### src/verilog/pmc_consts.vh
`ifndef PMC_CONSTS_VH
`define PMC_CONSTS_VH
// Behaviour
// - After power-up the block rests in standby, sensing off, until measure is set.
// - Writing one to measure bit D3 of the power control register starts measuring.
// - Writing zero to the measure bit returns to standby with no measurements.
// - In standby every register can be read and written.
// - Four-bit rate code: 1111 gives 3200 Hz, each lower code halves it.
// - Bit 4 of the rate register selects low power, lowering internal sampling.
// - Auto sleep needs thresholds programmed, then auto-sleep D4 and link D5 set.
// - While auto-sleeping the block samples below 12.5 Hz.
// - Entering standby leaves the FIFO contents intact.
// - The block only answers register accesses and never initiates transfers.
// - Chip select held high selects the serial port's I2C mode.

// ==========================================================
// Register offsets
`define PMC_ADDR_W          6
`define PMC_OFS_INACT_THR   6'h25
`define PMC_OFS_INACT_TIME  6'h26
`define PMC_OFS_RATE_PWR    6'h2c
`define PMC_OFS_SLEEP_MEAS  6'h2d

// ==========================================================
// Field positions
`define PMC_BIT_MEASURE     3
`define PMC_BIT_AUTO_SLEEP  4
`define PMC_BIT_LINK        5
`define PMC_BIT_LOW_POWER   4
`define PMC_RATE_MSB        3

// ==========================================================
// Reset values
`define PMC_RST_INACT_THR   8'h00
`define PMC_RST_INACT_TIME  8'h00
`define PMC_RST_RATE_PWR    8'h0a
`define PMC_RST_SLEEP_MEAS  8'h00

// ==========================================================
// Rates and timing
`define PMC_RATE_TOP        4'hf
`define PMC_RATE_SLEEP      4'h6
`define PMC_CLK_HZ          125000000
`define PMC_BASE_HZ         6400
`define PMC_BASE_PER_SEC    13'h1900
`endif

### src/verilog/pmc_power_mode.v
`timescale 1ns/1ps
`include "pmc_consts.vh"
module pmc_power_mode #(
  parameter BASE_DIV = `PMC_CLK_HZ / `PMC_BASE_HZ
) (
  // Clock and reset
  input  wire       clk,
  input  wire       arst_n,
  // Chip select pin
  input  wire       cs_n,
  // Register access from the serial front end
  input  wire       reg_wr,
  input  wire       reg_rd,
  input  wire [5:0] reg_addr,
  input  wire [7:0] reg_wdata,
  output reg  [7:0] reg_rdata,
  output reg        reg_rvalid,
  // Activity magnitude from the sensing path
  input  wire [7:0] act_level,
  // Mode status
  output wire       mode_standby,
  output wire       mode_measure,
  output wire       mode_sleep,
  output wire       sensing_en,
  output wire       low_power,
  output wire [3:0] eff_rate,
  output reg        sample_tick,
  output reg        conv_tick,
  output wire       fifo_flush,
  // Serial port selection
  output wire       i2c_sel,
  output wire       spi_sel
);

  // ========================================================
  // States
  localparam [2:0] ST_STANDBY = 3'b001;
  localparam [2:0] ST_MEASURE = 3'b010;
  localparam [2:0] ST_SLEEP   = 3'b100;

  // ========================================================
  // Functions
  function [15:0] rate_mask;
    input [3:0] code;
    reg   [16:0] span;
    begin
      // Base tick is twice the top rate; each lower code doubles the period
      // Five-bit shift count, so the slowest code still reaches the full 16-bit span
      span      = 17'h00001 << ({1'b0, `PMC_RATE_TOP} + 5'h01 - {1'b0, code});
      rate_mask = span[15:0] - 16'h0001;
    end
  endfunction

  function is_ofs;
    input [5:0] a;
    input [5:0] ofs;
    begin
      is_ofs = (a == ofs);
    end
  endfunction

  // ========================================================
  // Chip select synchroniser
  reg cs_meta_q;
  reg cs_sync_q;

  always @(posedge clk or negedge arst_n) begin
    if (!arst_n) begin
      cs_meta_q <= 1'b1;
      cs_sync_q <= 1'b1;
    end else begin
      cs_meta_q <= cs_n;
      cs_sync_q <= cs_meta_q;
    end
  end

  assign i2c_sel = cs_sync_q;
  assign spi_sel = ~cs_sync_q;

  // ========================================================
  // Control registers
  reg [7:0] inact_thr_q;
  reg [7:0] inact_time_q;
  reg [7:0] rate_pwr_q;
  reg [7:0] sleep_meas_q;
  wire [7:0] mem_rdata;
  reg        sel_ctl_q;
  reg [7:0]  ctl_rdata_q;
  reg [7:0]  ctl_rdata_d;

  // Registers are written in any mode, so standby configuration always works
  always @(posedge clk or negedge arst_n) begin
    if (!arst_n) begin
      inact_thr_q  <= `PMC_RST_INACT_THR;
      inact_time_q <= `PMC_RST_INACT_TIME;
      rate_pwr_q   <= `PMC_RST_RATE_PWR;
      sleep_meas_q <= `PMC_RST_SLEEP_MEAS;
    end else if (reg_wr) begin
      if (is_ofs(reg_addr, `PMC_OFS_INACT_THR)) begin
        inact_thr_q <= reg_wdata;
      end
      if (is_ofs(reg_addr, `PMC_OFS_INACT_TIME)) begin
        inact_time_q <= reg_wdata;
      end
      if (is_ofs(reg_addr, `PMC_OFS_RATE_PWR)) begin
        rate_pwr_q <= reg_wdata;
      end
      if (is_ofs(reg_addr, `PMC_OFS_SLEEP_MEAS)) begin
        sleep_meas_q <= reg_wdata;
      end
    end
  end

  pmc_regmem u_regmem (
    .clk   (clk),
    .wr_en (reg_wr),
    .addr  (reg_addr),
    .wdata (reg_wdata),
    .rdata (mem_rdata)
  );

  always @* begin
    ctl_rdata_d = 8'h00;
    case (reg_addr)
      `PMC_OFS_INACT_THR:  ctl_rdata_d = inact_thr_q;
      `PMC_OFS_INACT_TIME: ctl_rdata_d = inact_time_q;
      `PMC_OFS_RATE_PWR:   ctl_rdata_d = rate_pwr_q;
      `PMC_OFS_SLEEP_MEAS: ctl_rdata_d = sleep_meas_q;
      default:             ctl_rdata_d = 8'h00;
    endcase
  end

  // Read data only ever answers a request; nothing here starts a transfer
  always @(posedge clk or negedge arst_n) begin
    if (!arst_n) begin
      sel_ctl_q   <= 1'b0;
      ctl_rdata_q <= 8'h00;
      reg_rvalid  <= 1'b0;
    end else begin
      sel_ctl_q   <= is_ofs(reg_addr, `PMC_OFS_INACT_THR) |
                     is_ofs(reg_addr, `PMC_OFS_INACT_TIME) |
                     is_ofs(reg_addr, `PMC_OFS_RATE_PWR) |
                     is_ofs(reg_addr, `PMC_OFS_SLEEP_MEAS);
      ctl_rdata_q <= ctl_rdata_d;
      reg_rvalid  <= reg_rd & ~reg_wr;
    end
  end

  always @* begin
    reg_rdata = sel_ctl_q ? ctl_rdata_q : mem_rdata;
  end

  // ========================================================
  // Base tick and seconds tick
  reg [15:0] base_cnt_q;
  reg        base_tick_q;
  reg [15:0] phase_q;
  reg [12:0] sec_cnt_q;
  reg        sec_tick_q;

  always @(posedge clk or negedge arst_n) begin
    if (!arst_n) begin
      base_cnt_q  <= 16'h0000;
      base_tick_q <= 1'b0;
      phase_q     <= 16'h0000;
      sec_cnt_q   <= 13'h0000;
      sec_tick_q  <= 1'b0;
    end else begin
      base_tick_q <= 1'b0;
      sec_tick_q  <= 1'b0;
      if (base_cnt_q == BASE_DIV[15:0] - 16'h0001) begin
        base_cnt_q  <= 16'h0000;
        base_tick_q <= 1'b1;
        phase_q     <= phase_q + 16'h0001;
        if (sec_cnt_q == `PMC_BASE_PER_SEC - 13'h0001) begin
          sec_cnt_q  <= 13'h0000;
          sec_tick_q <= 1'b1;
        end else begin
          sec_cnt_q <= sec_cnt_q + 13'h0001;
        end
      end else begin
        base_cnt_q <= base_cnt_q + 16'h0001;
      end
    end
  end

  // ========================================================
  // Mode state machine
  reg [2:0] state_q;
  reg [2:0] state_d;
  reg [7:0] idle_sec_q;
  wire      measure_bit = sleep_meas_q[`PMC_BIT_MEASURE];
  wire      auto_on     = sleep_meas_q[`PMC_BIT_AUTO_SLEEP] & sleep_meas_q[`PMC_BIT_LINK];
  wire      active      = act_level > inact_thr_q;
  wire      inactive_long = (idle_sec_q >= inact_time_q);

  always @* begin
    state_d = state_q;
    case (state_q)
      ST_STANDBY: begin
        if (measure_bit) begin
          state_d = ST_MEASURE;
        end
      end
      ST_MEASURE: begin
        if (!measure_bit) begin
          state_d = ST_STANDBY;
        end else if (auto_on && inactive_long) begin
          state_d = ST_SLEEP;
        end
      end
      ST_SLEEP: begin
        if (!measure_bit) begin
          state_d = ST_STANDBY;
        end else if (!auto_on || (sample_tick && active)) begin
          state_d = ST_MEASURE;
        end
      end
      default: state_d = ST_STANDBY;
    endcase
  end

  // Idle time counts whole seconds without activity while measuring
  always @(posedge clk or negedge arst_n) begin
    if (!arst_n) begin
      state_q    <= ST_STANDBY;
      idle_sec_q <= 8'h00;
    end else begin
      state_q <= state_d;
      if (state_q != ST_MEASURE || (sample_tick && active)) begin
        idle_sec_q <= 8'h00;
      end else if (sec_tick_q && idle_sec_q != 8'hff) begin
        idle_sec_q <= idle_sec_q + 8'h01;
      end
    end
  end

  assign mode_standby = state_q[0];
  assign mode_measure = state_q[1];
  assign mode_sleep   = state_q[2];
  assign sensing_en   = ~state_q[0];
  // Standby never flushes; buffered samples survive a pause
  assign fifo_flush   = 1'b0;

  // ========================================================
  // Rate selection and sample ticks
  wire [3:0] cfg_rate = rate_pwr_q[`PMC_RATE_MSB:0];
  assign eff_rate  = state_q[2] ? `PMC_RATE_SLEEP : cfg_rate;
  assign low_power = rate_pwr_q[`PMC_BIT_LOW_POWER] & ~state_q[0];

  // Normal mode oversamples on every base tick; low power converts only at the data rate
  always @(posedge clk or negedge arst_n) begin
    if (!arst_n) begin
      sample_tick <= 1'b0;
      conv_tick   <= 1'b0;
    end else begin
      // Gated by the next state, so no tick leaks into the first standby cycle
      sample_tick <= base_tick_q & ~state_d[0] &
                     ((phase_q & rate_mask(eff_rate)) == 16'h0000);
      conv_tick   <= base_tick_q & ~state_d[0] &
                     (~low_power | ((phase_q & rate_mask(eff_rate)) == 16'h0000));
    end
  end

endmodule // pmc_power_mode

### src/verilog/pmc_regmem.v
`timescale 1ns/1ps
// ==========================================================
// Register storage with registered read data
module pmc_regmem (
  // Clock
  input  wire       clk,
  // Access
  input  wire       wr_en,
  input  wire [5:0] addr,
  input  wire [7:0] wdata,
  output reg  [7:0] rdata
);
  reg [7:0] mem [0:63];

  // No reset on the array so it maps onto plain storage
  always @(posedge clk) begin
    if (wr_en) begin
      mem[addr] <= wdata;
    end
    rdata <= mem[addr];
  end
endmodule // pmc_regmem
### config.mk
export PLATFORM = sky130hd
export DESIGN_NAME = pmc_power_mode
export DESIGN_NICKNAME = d
export VERILOG_FILES = /design/src/verilog/pmc_power_mode.v /design/src/verilog/pmc_regmem.v
export VERILOG_INCLUDE_DIRS = /design/src /design/src/verilog
export SDC_FILE = /design/constraint.sdc
export NUM_CORES = 1
export LEC_CHECK = 0
export ABC_AREA = 1
export BUFFER_PORTS_ARGS = -buffer_cell sky130_fd_sc_hd__clkbuf_2
export CORE_MARGIN = 5
export CORE_UTILIZATION = 24
export CTS_CLUSTER_DIAMETER = 100
export DETAILED_ROUTE_END_ITERATION = 8
export GPL_TIMING_DRIVEN = 0
export HOLD_SLACK_MARGIN = 0.1
export PLACE_DENSITY = 0.46
export SYNTH_ARGS = -nofsm -noshare
export SYNTH_HDL_FRONTEND = slang
export SYNTH_SLANG_ARGS = --single-unit
### constraint.sdc
create_clock -name clk -period 6.3 [get_ports clk]
set_input_delay 0.945 -clock clk [delete_from_list [all_inputs] [get_ports clk]]
set_output_delay 0.945 -clock clk [all_outputs]
set_load 0.03 [all_outputs]
Word-level counts from Yosys, hierarchy flattened:

Memories as Yosys holds them, arrays and structs flattened. A register that Yosys moved wholly into a read port is not among the register bits.
Cells that the tools add are included.
W data, S select, Z words.

* register bits: 104
* memories kept: 1
* RAM bits: 512
* word-level logic and storage cells: 90
* output and inout bits: 23
* bits of input ports: 27

* equal/unequal tests: 14
* bitwise gates (word level): 16
* order comparisons: 2
* shifts and indexed selects: 1
* reduce and logical (&&, ||, !) cells: 13
* $add $sub $neg: 6
* multiplexer cells: 18

Memories
* u_regmem.mem: words 64, width 8, rd ports 1, clocked after memory_dff 1, wr ports 1, RTL line pmc_regmem.v:13 `reg [7:0] mem [0:63];`

Operator list (count)
* $add A16 B1 Y16 const B: 2
* $pmux W8 S4: 1
* $eq A6 B6 Y1 const B: 4
* $mux W8: 3
* $and A16 B16 Y16: 1
* $eq A16 B15 Y1 const B: 1
* $logic_not A16 Y1: 1
* $mux W16: 1
* $shl A1 B5 Y16 const A: 1
* $sub A16 B1 Y16 const B: 1
* $mux W3: 5
* $add A13 B1 Y13 const B: 1
* $eq A13 B13 Y1 const B: 1
* $mux W13: 1
* $pmux W3 S3: 1
* $add A8 B1 Y8 const B: 1
* $ge A8 B8 Y1: 1
* $gt A8 B8 Y1: 1
* $ne A8 B8 Y1 const B: 1
* $reduce_and A2 Y1: 4
* $and A1 B1 Y1: 6
* $ne A3 B3 Y1 const B: 2
* $mux W1: 5
* $not A1 Y1: 5
* 13 further kinds: 19

Logic depth before layout (Yosys ltp):

* depth after elaboration: 9
* gate-level depth with buffers: 18
* gate-level depth less buffers: 17

Hierarchy:

A second synthesis with hierarchy kept.

* cell total of the unflattened synthesis: 2854
* area total of the unflattened synthesis: 27836.7 um^2

By module, submodules not included
* pmc_regmem: times used 1, seq. area each 15534.9 um^2, cells each 2167, area an instance 22044.9 um^2
* pmc_power_mode: times used 1, seq. area each 2608.8 um^2, cells each 687, area an instance 5791.8 um^2

Worst setup path after synthesis:

Ideal clock, no wire load.

* kind: input -> register
* from: input port reg_addr[0]
* to: memory u_regmem.mem[26][0], enable pin
* buffers on the path: 2
* library setup time: 0.370 ns
* setup slack: 3.707 ns
* stages: 7
* arrival time: 2.223 ns
* required time: 5.930 ns
* cells stage by stage: inv_2 > nand3_1 > inv_2 > buf_2 > clkbuf_1 > nand2_1 > nor2_1

RTL lines
* from (decl): RTL line pmc_power_mode.v:14 `input wire [5:0] reg_addr,`
* to (decl): RTL line pmc_regmem.v:13

Straight into the memory's write port.

Worst setup path after layout:

* from: input port reg_addr[1]
* to: memory u_regmem.mem[39][0], enable pin

Straight into the memory's write port.

==> impl_metrics.ini <==
[logic_synthesis]
seq_area_frac_synth = 0.721
syn_area_per_cell_um2 = 12.6
yosysTopAreaCellShare = 0.611
synth.distinct_cells = 54
synthAdderAreaFrac = 0.0109
netlist_area_mm2 = 0.0252
synth_compound_area_frac = 0.0692
yosys.area.top_type = edfxtp_1
synthesis.nets = 2051
muxShareOfSynthArea = 0.00537
synth_top_family_by_area = simple AND/OR/NAND/NOR gates
synth_xor_area_frac = 0.00870
synth_area_leaders = edfxtp_1 (61%), dfrtp_1 (9.8%), nand2_1 (7.7%), nor2_1 (2.2%), nand4_1 (2.0%)
yosys.area_share.simple = 0.151
synth_seq_cells = 624
synth_cells = 2002
yosys_warnings = 0

[sta]
finalSetupTns_ns = 0
worst_pin_slew_ns = 1.31
finalCritPeriodShare = 0.677
rsz0062_at_grt = false
relSlewSlack = 0.130
slew_viol_final = 0
fmax_mhz = 234
setup_viol = 0
hold_violations = 0
fin_crit_ns = 4.27
fin_skew_ns = 0.0293
fin_ws_ns = 2.03

[worst_setup_path]
crit_arrival_ns = 4.49
crit_type = in -> reg
critPathRequiredTime_ns = 6.52
worstPathMaxFanout = 10
crit_path_end_kind = register
r2r_setup_slack_ns = 3.65
crit_path_start_kind = input pin

[detailed_routing]
wl_per_cell_um = 23.6
drt-initial-drc-count = 1804
drt.antenna.violating_nets = 0
routed_wl_mm = 83.8
vias_per_cell = 4.69
drc = 0
drt_pass1_iterations = 6
vias = 16666

[place]
dp_hpwl_mm = 53.0
gp_congestion = 0.864
port_buffers = 47
dpl_worst_slack_ns = 1.48
placed_area_mm2 = 0.0272

[global_route]
antenna_found_initial = 2
grt_pass1_vias = 16313
grt_max_degree = 105
grt_use_total = 0.146
grt_pass1_wl_mm = 118
grt_overflow = 0

[clock_tree]
cts_sinks = 624
hold_buffers = 0
cts_max_level = 3
clockRootBuffer = clkbuf_16
cts_setup_buffers = 0
cts.path.max_buffers = 3
cts_buffers = 67
clkTransAtPathRegs_ns = 0.06
clock_latency_ns = 0.62
cts_tree = built
cts-resized-gates = 0

[floorplanning]
start_util = 0.243
rows = 118
coreArea_mm2 = 0.104
die_y_um = 334
dieArea_mm2 = 0.111
io_pins = 50
die_w_um = 334

[pwr]
leakagePower_nw = 10.5
peakVddDrop_v = 0.000190
p_per_area_mw_per_mm2 = 314
finalPower_mw = 9.23

[final_layout]
design_area_mm2 = 0.0294
insertedDiodeCount = 0
syn2layout_area_growth_pct = 16.7
layout_common_cells = nand2_1 (517), edfxtp_1 (512), nor2_1 (150)
final_common_cell = nand2_1
nNetsFinal = 2170
fin_util = 0.283
drive_above_1_share = 0.124

[hold_path]
hold_path.class = reg -> reg

[flow_run]
maxCapViolations = 0

[run_status]
status = complete, no violations
[final timing paths]
check | startpoint | to | depth (start not counted)
worst max-delay path | reg_addr[1] | u_regmem.mem[39][0] | 7
worst min-delay path | cs_meta_q | i2c_sel | 0
worst max register to register | state_q[2] | sample_tick | 17
worst min register to register | cs_meta_q | i2c_sel | 0
max in group asynchronous | arst_n | sample_tick | 1
min in group asynchronous | arst_n | base_cnt_q[8] | 1
[state kept, by name, summed over array words and instances (netlist names), 3 cells and up]
register        cells
phase_q            16
inact_time_q        8
base_cnt_q         16
rate_pwr_q          8
sec_cnt_q          13
idle_sec_q          8
u_regmem.mem      512
state_q             3
inact_thr_q         8
ctl_rdata_q         8
sleep_meas_q        8
u_regmem.rdata      8
[routing by layer]
metal | up-vias | GRT usage | share of wire
met5 | - | 0 | 0
met4 | 0 | 0.0529 | 0.037
met3 | 152 | 0.0323 | 0.074
met2 | 664 | 0.228 | 0.45
met1 | 8427 | 0.201 | 0.44
li1 | 7423 | - | -
[stage by stage]
stage	hold WS (ns)	instances
final	0.359	3555
after global routing	0.363	3555
after CTS	0.361	3553
after detailed placement	0.362	3430
after global placement	0.366	3429
after floorplan	0.345	2002
[power by group]
| group | switching (mW) | internal (mW) | total, mW |
|---|---|---|---|
| registers | 0.0408 | 4.55 | 4.59 |
| logic | 0.548 | 0.170 | 0.718 |
| clock network | 1.67 | 2.25 | 3.92 |
[kinds of logic (layout without fill, tap and decap cells)]
logic type | after synthesis | after routing
AOI/OAI and AO/OA | 243 | 243
muxes | 12 | 12
xor gates and xnor gates | 25 | 25
other | 2 | 2
buffers and inverters | 205 | 378
adders and majority gates | 22 | 22
and+or+nand+nor | 869 | 869
DFF | 624 | 624
[cell type report]
cell class | count | area, um^2
clock inverters | 24 | 233
multi-input cells | 1173 | 6190
inverters | 140 | 526
repair buffers | 50 | 304
well taps | 1380 | 1730
fillers | 10625 | 74400
flip-flops and latches | 624 | 18100
plain buffers | 65 | 330
clock buffers | 99 | 1920
[Yosys cell counts, drive strengths merged]
cell type  number
o221ai          1
dfstp           5
mux2           12
nand3          65
clkbuf         24
and3            3
o31ai           4
nor4            5
a21o            1
a221o           2
ha             22
xnor2           7
o21ai          55
nand2         521
a22o            9
conb            2
nor3           23
buf            41
o2111ai         6
clkinv          1
xor2           18
o21bai          1
a221oi         48
nand4          81
o21a            1
a211oi          4
a22oi          60
inv           139
nor3b           5
nor2          162
or2             1
edfxtp        512
a31oi           1
dfrtp          99
o211ai          3
a21oi          38
nand3b          3
dfxtp           8
o22ai           6
o2111a          3
[worst max-delay path, stage by stage]
cell and delay (ns):
clkbuf_2 0.20, nand3_1 0.50, inv_2 0.53, buf_2 0.48
buf_2 0.40, nand2_1 0.49, nor2_1 0.92
No activity file was read; power rests on OpenSTA's default activity.
